**src/tcc_cfg.svh**
```systemverilog
// register offsets, field positions and reset values of the channel block
`ifndef TCC_CFG_SVH
`define TCC_CFG_SVH
`define TCC_IDX_SC0      8'h25
`define TCC_IDX_VH0      8'h26
`define TCC_IDX_VL0      8'h27
`define TCC_IDX_SC1      8'h28
`define TCC_IDX_VH1      8'h29
`define TCC_IDX_VL1      8'h2a
`define TCC_ADDR_W       12
`define TCC_BIT_FLAG     7
`define TCC_BIT_IE       6
`define TCC_BIT_MSB      5
`define TCC_BIT_MSA      4
`define TCC_BIT_ELSH     3
`define TCC_BIT_ELSL     2
`define TCC_BIT_TOV      1
`define TCC_BIT_MAX      0
`define TCC_SC_RESET     8'h00
`define TCC_ELS_OFF      2'b00
`define TCC_ELS_RISE     2'b01
`define TCC_ELS_FALL     2'b10
`define TCC_ELS_ANY      2'b11
`endif

```
**src/tcc_pkg.sv**
```systemverilog
// types shared by the timer channel block
package tcc_pkg;
    typedef enum logic [3:0] {
        TCC_MODE_OFF = 4'b0001,
        TCC_MODE_CAP = 4'b0010,
        TCC_MODE_CMP = 4'b0100,
        TCC_MODE_BUF = 4'b1000
    } tcc_mode_type;
endpackage : tcc_pkg

```
**src/tcc_capture_compare.sv**
```systemverilog
// two-channel timer capture/compare logic with an apb register slave
`timescale 1ns/1ps
`include "tcc_cfg.svh"

module tcc_capture_compare
    import tcc_pkg::*;
(
    input  wire logic        pclk,
    input  wire logic        presetn,
    input  wire logic        psel,
    input  wire logic        penable,
    input  wire logic        pwrite,
    input  wire logic [11:0] paddr,
    input  wire logic [31:0] pwdata,
    output logic [31:0]      prdata,
    output logic             pready,
    output logic             pslverr,
    input  wire logic [15:0] counter_value,
    input  wire logic        counter_overflow,
    input  wire logic        timer_tick,
    input  wire logic [1:0]  channel_pin_in,
    output logic [1:0]       channel_pin_out,
    output logic [1:0]       channel_pin_oe_n,
    output logic [1:0]       channel_irq
);

    // ****************************************************************
    // bus decode
    // ****************************************************************
    logic        acc;
    logic        wr_acc;
    logic        rd_acc;
    logic [9:0]  widx;
    logic        idx_ok;
    assign acc    = psel & penable;
    assign wr_acc = acc & pwrite;
    assign rd_acc = acc & ~pwrite;
    assign widx   = paddr[11:2];
    assign idx_ok = (paddr[1:0] == 2'b00) &&
                    (widx >= {2'b00, `TCC_IDX_SC0}) &&
                    (widx <= {2'b00, `TCC_IDX_VL1});
    assign pready  = 1'b1;                 // zero wait states
    assign pslverr = acc & ~idx_ok;

    // register hit for channel c, slot s (0 sc, 1 high, 2 low)
    function automatic logic hit(input logic [9:0] i, input int c,
                                 input int s);
        logic [7:0] base;
        base = (c == 0) ? `TCC_IDX_SC0 : `TCC_IDX_SC1;
        hit  = (i == {2'b00, base + 8'(s)});
    endfunction : hit

    // ****************************************************************
    // per-channel state
    // ****************************************************************
    logic [7:0]  sc_r     [2];
    logic [15:0] val_r    [2];
    logic [1:0]  armed_r;                  // flag seen set by a read
    logic [1:0]  cap_lock_r;
    logic [1:0]  cmp_lock_r;
    logic [1:0]  out_r;
    logic [1:0]  max_act_r;                // max duty, period aligned
    logic [1:0]  event_w;
    logic [1:0]  pin_s1_r, pin_s2_r, pin_s3_r;
    logic [7:0]  buf_hi_r [2];             // staged compare high byte
    tcc_mode_type mode_w [2];

    logic        link_w;
    assign link_w = sc_r[0][`TCC_BIT_MSB];

    // three-stage pin synchroniser; s2/s3 compared for edges
    always_ff @(posedge pclk or negedge presetn) begin
        if (!presetn) begin
            pin_s1_r <= 2'b00;
            pin_s2_r <= 2'b00;
            pin_s3_r <= 2'b00;
        end else begin
            pin_s1_r <= channel_pin_in;
            pin_s2_r <= pin_s1_r;
            pin_s3_r <= pin_s2_r;
        end
    end

    genvar c;
    generate
        for (c = 0; c < 2; c++) begin : g_ch
            logic [1:0] els;
            logic       msa;
            logic       is_cap, is_cmp, rise, fall, edge_hit;
            logic       match, tov, ovf_act, cmp_act;
            logic       rd_sc, wr_sc, rd_hi, rd_lo, wr_hi, wr_lo;
            logic       clr_ok, out_nxt, disabled;
            assign disabled = (c == 1) && link_w;
            assign els = sc_r[c][`TCC_BIT_ELSH:`TCC_BIT_ELSL];
            assign msa = sc_r[c][`TCC_BIT_MSA];
            // mode decode, buffered only exists on channel 0
            assign mode_w[c] = disabled ? TCC_MODE_OFF :
                (els == `TCC_ELS_OFF) ? TCC_MODE_OFF :
                ((c == 0) && link_w) ? TCC_MODE_BUF :
                msa ? TCC_MODE_CMP : TCC_MODE_CAP;
            assign is_cap = (mode_w[c] == TCC_MODE_CAP);
            assign is_cmp = (mode_w[c] == TCC_MODE_CMP) ||
                            (mode_w[c] == TCC_MODE_BUF);
            assign rise = pin_s2_r[c] & ~pin_s3_r[c];
            assign fall = ~pin_s2_r[c] & pin_s3_r[c];
            assign edge_hit = (els == `TCC_ELS_RISE) ? rise :
                              (els == `TCC_ELS_FALL) ? fall :
                              (rise | fall);
            // buffered mode reuses channel 0 value as the shared compare
            assign match = timer_tick & (counter_value == val_r[c]) &
                           ~cmp_lock_r[c];
            assign tov   = sc_r[c][`TCC_BIT_TOV];
            assign ovf_act = is_cmp & tov & counter_overflow;
            assign cmp_act = is_cmp & match & ~ovf_act;
            // a capture only counts on a timer tick, as the stored value
            assign event_w[c] = (is_cap & timer_tick & edge_hit &
                                 ~cap_lock_r[c])
                              | (is_cmp & match);
            assign rd_sc = rd_acc & hit(widx, c, 0) & ~disabled;
            assign wr_sc = wr_acc & hit(widx, c, 0) & ~disabled;
            assign rd_hi = rd_acc & hit(widx, c, 1);
            assign rd_lo = rd_acc & hit(widx, c, 2);
            assign wr_hi = wr_acc & hit(widx, c, 1);
            assign wr_lo = wr_acc & hit(widx, c, 2);
            // clear needs arming read, a 0 write and no fresh event
            assign clr_ok = wr_sc & armed_r[c] &
                            ~pwdata[`TCC_BIT_FLAG] & ~event_w[c];

            // output level: preset when off, else overflow/compare action
            always_comb begin
                out_nxt = out_r[c];
                if (mode_w[c] == TCC_MODE_OFF) begin
                    out_nxt = ~msa;
                end else if (ovf_act) begin
                    out_nxt = max_act_r[c] ? 1'b1 : ~out_r[c];
                end else if (cmp_act && !max_act_r[c]) begin
                    unique case (els)
                        `TCC_ELS_RISE: out_nxt = ~out_r[c];
                        `TCC_ELS_FALL: out_nxt = 1'b0;
                        default:       out_nxt = 1'b1;
                    endcase
                end
            end

            // control/status register, flag and arming
            always_ff @(posedge pclk or negedge presetn) begin
                if (!presetn) begin
                    sc_r[c]    <= `TCC_SC_RESET;
                    armed_r[c] <= 1'b0;
                end else begin
                    if (wr_sc) begin
                        sc_r[c][6:0] <= (c == 0) ? pwdata[6:0]
                            : {pwdata[6], 1'b0, pwdata[4:0]};
                    end
                    if (event_w[c])
                        sc_r[c][`TCC_BIT_FLAG] <= 1'b1;
                    else if (clr_ok)
                        sc_r[c][`TCC_BIT_FLAG] <= 1'b0;
                    // a fresh event disarms, so a stale clear cannot land
                    if (event_w[c])
                        armed_r[c] <= 1'b0;
                    else if (rd_sc && sc_r[c][`TCC_BIT_FLAG])
                        armed_r[c] <= 1'b1;
                    else if (wr_sc || !sc_r[c][`TCC_BIT_FLAG])
                        armed_r[c] <= 1'b0;
                end
            end

            // byte locks of the value pair and pwm output state
            always_ff @(posedge pclk or negedge presetn) begin
                if (!presetn) begin
                    cap_lock_r[c] <= 1'b0;
                    cmp_lock_r[c] <= 1'b0;
                    out_r[c]      <= 1'b1;
                    max_act_r[c]  <= 1'b0;
                end else begin
                    if (rd_hi && is_cap) cap_lock_r[c] <= 1'b1;
                    else if (rd_lo)      cap_lock_r[c] <= 1'b0;
                    if (wr_hi && !is_cap) cmp_lock_r[c] <= 1'b1;
                    else if (wr_lo)       cmp_lock_r[c] <= 1'b0;
                    out_r[c] <= out_nxt;
                    if (counter_overflow || mode_w[c] == TCC_MODE_OFF)
                        max_act_r[c] <= sc_r[c][`TCC_BIT_MAX] &
                                        tov;
                end
            end

            // data storage without reset
            always_ff @(posedge pclk) begin
                if (is_cap && timer_tick && edge_hit && !cap_lock_r[c])
                    val_r[c] <= counter_value;
                else if (wr_lo)
                    val_r[c] <= {buf_hi_r[c], pwdata[7:0]};
                if (wr_hi)
                    buf_hi_r[c] <= pwdata[7:0];
            end

            assign channel_irq[c] = sc_r[c][`TCC_BIT_FLAG] &
                                    sc_r[c][`TCC_BIT_IE];
            assign channel_pin_out[c]  = (c == 1) ? out_r[c] :
                                          out_r[c];
            assign channel_pin_oe_n[c] = ~is_cmp;
        end
    endgenerate

    // ****************************************************************
    // read data mux
    // ****************************************************************
    logic [7:0] rd_byte;
    always_comb begin
        rd_byte = 8'h00;
        if (hit(widx, 0, 0)) rd_byte = sc_r[0];
        if (hit(widx, 0, 1)) rd_byte = val_r[0][15:8];
        if (hit(widx, 0, 2)) rd_byte = val_r[0][7:0];
        if (hit(widx, 1, 0)) rd_byte = link_w ? 8'h00 : sc_r[1];
        if (hit(widx, 1, 1)) rd_byte = val_r[1][15:8];
        if (hit(widx, 1, 2)) rd_byte = val_r[1][7:0];
    end
    assign prdata = {24'h000000, rd_byte};

endmodule : tcc_capture_compare

```
**config.mk**
```make
export PLATFORM = sky130hd
export DESIGN_NAME = tcc_capture_compare
export DESIGN_NICKNAME = d
export VERILOG_FILES = /design/src/tcc_pkg.sv /design/src/tcc_capture_compare.sv
export VERILOG_INCLUDE_DIRS = /design/src
export SDC_FILE = /design/constraint.sdc
export NUM_CORES = 1
export LEC_CHECK = 0
export BUFFER_PORTS_ARGS = -buffer_cell sky130_fd_sc_hd__buf_2
export CAP_MARGIN = 20
export CORE_UTILIZATION = 39
export DETAILED_ROUTE_END_ITERATION = 8
export PLACE_DENSITY = 0.63
export SLEW_MARGIN = 30
export SYNTH_ARGS = -nofsm -noshare
export SYNTH_HDL_FRONTEND = slang
export SYNTH_SLANG_ARGS = --single-unit
export TNS_END_PERCENT = 1
```
**constraint.sdc**
```tcl
create_clock -name pclk -period 3.35 [get_ports pclk]
set_input_delay 0.67 -clock pclk [delete_from_list [all_inputs] [get_ports pclk]]
set_output_delay 0.67 -clock pclk [all_outputs]
set_load 0.01 [all_outputs]
```
Word-level counts from Yosys, hierarchy flattened
Memories as Yosys holds them, arrays and structs flattened.
Cells that the tools add are included.

storage, ports and cells
  output and inout port bits = 40
  memory bits (writable) = 48
  logic and storage cells = 227
  flip-flop bits (word level) = 31
  memories = 2
  bits of input ports = 69

operators by class
  bitwise gates (word level) = 78
  magnitude comparators = 2
  eq/ne operators = 20
  reduce and logical (&&, ||, !) cells = 44
  multiplexer cells = 64

memory list
  name      words  width  rd ports  clocked after memory_dff  write ports  line                       source
  val_r     2      16     2         0                         2            tcc_capture_compare.sv:57  logic [15:0] val_r [2];
  buf_hi_r  2      8      2         0                         1            tcc_capture_compare.sv:65  logic [7:0] buf_hi_r [2];

operator list
  kind                                                                     number
  8-bit two-way mux                                                        8
  10-bit by 6-bit equality test with 1-bit output (second input constant)  6
  1-bit AND                                                                50
  1-bit two-way mux                                                        46
  16-bit equality test                                                     2
  16-bit two-way mux                                                       2
  1-bit inverter                                                           22
  1-bit logical AND                                                        16
  3-bit two-way mux                                                        4
  2-bit nonzero test                                                       6
  3-bit nonzero test                                                       4
  10-bit by 6-bit >= comparator with 1-bit output (second input constant)  1
  10-bit by 6-bit <= comparator with 1-bit output (second input constant)  1
  1-bit logical NOT                                                        8
  4-bit two-way mux                                                        2
  8-bit OR reduction                                                       1
  2-bit logical NOT                                                        3
  1-bit logical OR                                                         6
  1-bit bitwise OR                                                         6
  2-bit by 1-bit equality test with 1-bit output (second input constant)   2
  2-bit equality test (second input constant)                              2
  3-bit by 4-bit equality test with 1-bit output (second input constant)   1
  4-bit by 1-bit equality test with 1-bit output (second input constant)   1
  4-bit by 2-bit equality test with 1-bit output (second input constant)   1
  other kinds (6)                                                          7

Depth between registers and ports, before layout
  word-level depth = 13
  depth in mapped cells = 9
  gate-level depth less buffers = 7

Least setup slack after synthesis
OpenSTA, ideal clock, no wires.

  path kind = input to register
  start point = in paddr[6]
  end point = mem val_r[0][10] (data pin)
  data required time = 3.090 ns
  setup slack = 0.779 ns
  stages on the path = 7
  path buffers = 2
  setup time = 0.260 ns
  arrival = 2.311 ns
  cells stage by stage = nor4b_2 -> nand2_2 -> or4b_4 -> nor2b_2 -> buf_6 -> buf_12 -> mux2_4

RTL lines
  element             line                       source
  start: declaration  tcc_capture_compare.sv:13  input wire logic [11:0] paddr,
  end: declaration    tcc_capture_compare.sv:57

Worst setup path after layout
  start point = in paddr[2]
  end point = out prdata[4]

between the ends
  cells in the longest elaborated chain, start to end = 7
  elaborated cells on any way between the ends = 12
  those cells by class = eq/ne: 6; mux: 6

ends and longest elaborated chain
  element                                          line                        source
  10-bit by 6-bit equality test with 1-bit output  tcc_capture_compare.sv:50   hit = (i == {2'b00, base + 8'(s)});
  8-bit two-way mux                                tcc_capture_compare.sv:212  if (hit(widx, 0, 0)) rd_byte = sc_r[0];
  8-bit two-way mux                                tcc_capture_compare.sv:213  if (hit(widx, 0, 1)) rd_byte = val_r[0][15:8];
  8-bit two-way mux                                tcc_capture_compare.sv:214  if (hit(widx, 0, 2)) rd_byte = val_r[0][7:0];
  8-bit two-way mux                                tcc_capture_compare.sv:215  if (hit(widx, 1, 0)) rd_byte = link_w ? 8'h00 : sc_r[1];
  8-bit two-way mux                                tcc_capture_compare.sv:216  if (hit(widx, 1, 1)) rd_byte = val_r[1][15:8];
  8-bit two-way mux *                              tcc_capture_compare.sv:217  if (hit(widx, 1, 2)) rd_byte = val_r[1][7:0];
  end: declaration                                 tcc_capture_compare.sv:15   output logic [31:0] prdata,

Mark *: on every way between the ends. The rest lies on a longest branch, timed or not.

==> impl_results.md <==
- Gr ovfl total: 0
- Finish-stage setup viols: 0
- Die H: 110 um
- Post-DR vias/cell: 5.52
- Fin cells: between 600 and 700
- Clk sinks: approximately 80
- DRT Pass-1 Iters: 6
- Static leakage: between 0.002 and 0.0025 uW
- WS Path Type: in -> out
- Worst VDD drop: 303 uV
- Share of cells above drive strength 1: between 30% and 40%
- Worst hold slack: 0.349 ns
- XOR/XNOR Fraction of Synth Area: between 6 and 7%
- Mapped Cells: 392
- Num CTS Buffers: 9
- Final setup skew: 0.00848 ns
- Starting Density: just over 40%
- Critical path endpoint category: primary output
- Nets: 531
- RD Place Congestion: 0.878
- Most common flop cell mapped by yosys: edfxtp_1
- Antenna violations before repair: 0
- Adder-Cell Fraction of Synth Area: 1.11%
- Unrepaired setup endpoints after global routing: no
- Post-CTS Repair Setup Buffers: 0
- Resized Gates After CTS: 0
- Vias in the first global route: approximately 3100
- Pwr/cell area: 403 mW/mm^2
- Hold Buf Count CTS: 0
- Root Driver: clkbuf_16
- H-tree depth: 3
- Vias post-DR: about 3300
- Simple-gate share of the synthesized area: 12.3%
- CTS tree: built
- N_diodes: 0
- First-pass GRT wire length: approximately 18000 um
- Post-synth EDFFs: 48
- Die area: roughly 0.012 sq mm
- Synth cell types: 59
- Syn Area/Cell: 11.5 sq um
- Crit path arrival time: 2.25 ns
- Port buffer count: around 60
- Die W: 110 um
- Post-route ant nets: 0
- Mux cell area share after synthesis: 14.9%
- Min Tclk post-route: 2.92 ns
- Warnings from Yosys: 0
- Max_cap viols: 0
- Largest net degree at the start of global routing: 32
- Clock Tree Buf Depth: 2
- Worst Tran Pin Value: 0.716 ns
- WL final: 11300 um
- Fmax: 342 MHz
- Outcome: completed
- Fin Setup TNS: 0 ns
- Req. time, crit path: 2.68 ns
- Syn-to-layout area delta: 13.9%
- Yosys reg bits: a little under 80
- Drt initial violations: 286
- Core area: 0.0111 sq mm
- Post-Syn Area: 0.00452 sq mm
- Gr usage total: 20.4%
- Crit Path Max Fanout: 23
- Crit share post-route: approximately 87%
- Cells after DPL: 587
- Largest family of logic cells by synthesized area: multiplexers
- Clock Latency Late Sink: 0.33 ns
- Final core occ: a little under half
- Hold Path Class: reg -> reg
- Clk pin slew, worst setup/hold paths: 0.05 ns
- DRC viols: 0
- Final Max Tran Viols: 0
- Final-report hold violation count: 0
- Worst setup SP type: input pin
- Compound-Gate Fraction of Synth Area: under 10%
- Synth async-reset ratio: 39.2%
- Drt wl/cell: about 19 um
- Post-synthesis sequential area ratio: 49.1%
- Post-detail-place hpwl: 8220 um
- Slew Limit Headroom: between 50% and 60%
- # IOs: approximately 110
- Row Count: 38
[kinds of logic after synthesis]
kind of cell,after synthesis
other,2
AOI/OAI and AO/OA,69
and+or+nand+nor,99
DFF,79
xor gates and xnor gates,31
adders and majority gates,4
muxes,57
buffers and inverters,51
[synthesized netlist by cell type (all sizes together) (3+ instances only)]
cell | n | area share [%]
a31oi | 3 | 0.42
ha | 4 | 1.1
xnor2 | 5 | 0.97
mux2i | 3 | 0.66
clkbuf | 8 | 0.66
nor2 | 13 | 1.1
nor3b | 4 | 0.66
nand3 | 4 | 0.44
xor2 | 26 | 5.0
mux2 | 54 | 14
a22oi | 7 | 1.2
o211ai | 3 | 0.50
nand2b | 4 | 0.55
dfrtp | 29 | 16
nor4b | 3 | 0.72
o22ai | 7 | 0.97
a21oi | 18 | 2.0
and2 | 4 | 0.55
and3 | 4 | 0.55
nor4 | 8 | 1.2
buf | 30 | 5.2
nor2b | 7 | 1.0
inv | 12 | 1.0
nor3 | 7 | 1.0
edfxtp | 48 | 32
o21ai | 19 | 2.1
nand2 | 30 | 2.5
[path summary, 6_finish.rpt]
path                                   from  cells past startpoint  slack [ns]            to
worst min-delay path            pin_s1_r[1]                      0        0.35   pin_s2_r[1]
worst min register to register  pin_s1_r[1]                      0        0.35   pin_s2_r[1]
min in group asynchronous           presetn                      1        0.39   pin_s3_r[0]
max in group asynchronous           presetn                      1        2.50  max_act_r[1]
worst max register to register  pin_s2_r[0]                      8        0.95   val_r[0][1]
worst max-delay path               paddr[2]                      8        0.43     prdata[4]
[sequential cells by signal (all words and copies together), names as in the netlist, 4 cells and up]
signal / flops
buf_hi_r: 16
g_ch.els: 4
sc_r: 6
val_r: 32
[through the flow]
stage	setup WS, ns	total power (uW)	cell area [sq um]
floorplan	0.779	1170	4610
global placement	0.426	1230	4900
detailed placement	0.398	1230	4900
CTS	0.481	2100	5150
global route	0.277	2160	5150
finish	0.428	2080	5150
[area by class of cell]
type / instances / area (sq um)
clock inverters: 6 / 27.5
clock buffers: 10 / 229
inverters: 13 / 48.8
multi-input cells: 285 / 2070
flip-flops and latches: 79 / 2220
well taps: 140 / 175
repair buffers: 70 / 378
fillers: 1066 / 5930
[report_power, final]
part / internal (uW) / switching, uW
clock network: 490 / 373
logic: 66.8 / 103
registers: 1040 / 3.30
total: 1600 / 479
[metal layers]
layer	vias up	share of wire, %	GRT usage [%]
li1	1522	-	-
met4	0	1.2	4.95
met5	-	0	0
met3	15	6.8	3.73
met1	1627	45	28.5
met2	166	47	32.7
[critical path: stages]
cell,delay (ns)
buf_2,0.41
nor2b_1,0.19
buf_4,0.19
a22oi_1,0.11
o22ai_1,0.19
o21ai_0,0.11
a21oi_1,0.21
buf_2,0.17
[placed cells by master (no fill, tap or decap), drive strengths merged, types with 2 or more instances in the layout]
| cell | netlist | routed |
|---|---|---|
| clkinv | 1 | 6 |
| o21ai | 19 | 19 |
| nand2 | 30 | 30 |
| and3 | 4 | 4 |
| a21oi | 18 | 18 |
| nor4b | 3 | 3 |
| ha | 4 | 4 |
| mux2i | 3 | 3 |
| inv | 12 | 12 |
| clkbuf | 8 | 10 |
| mux2 | 54 | 54 |
| a22oi | 7 | 7 |
| nor3b | 4 | 4 |
| nor2 | 13 | 13 |
| buf | 30 | 70 |
| edfxtp | 48 | 48 |
| or4 | 2 | 2 |
| xor2 | 26 | 26 |
| o211ai | 3 | 3 |
| nor4 | 8 | 8 |
| o22ai | 7 | 7 |
| nand3 | 4 | 4 |
| or3 | 2 | 2 |
| nor3 | 7 | 7 |
| a31o | 2 | 2 |
| dfrtp | 29 | 29 |
| and2 | 4 | 4 |
| nand4 | 2 | 2 |
| xnor2 | 5 | 5 |
| dfstp | 2 | 2 |
| a31oi | 3 | 3 |
| nand2b | 4 | 4 |
| nor2b | 7 | 7 |
| conb | 2 | 25 |
Note: power is estimated with default switching activity, not from simulation.
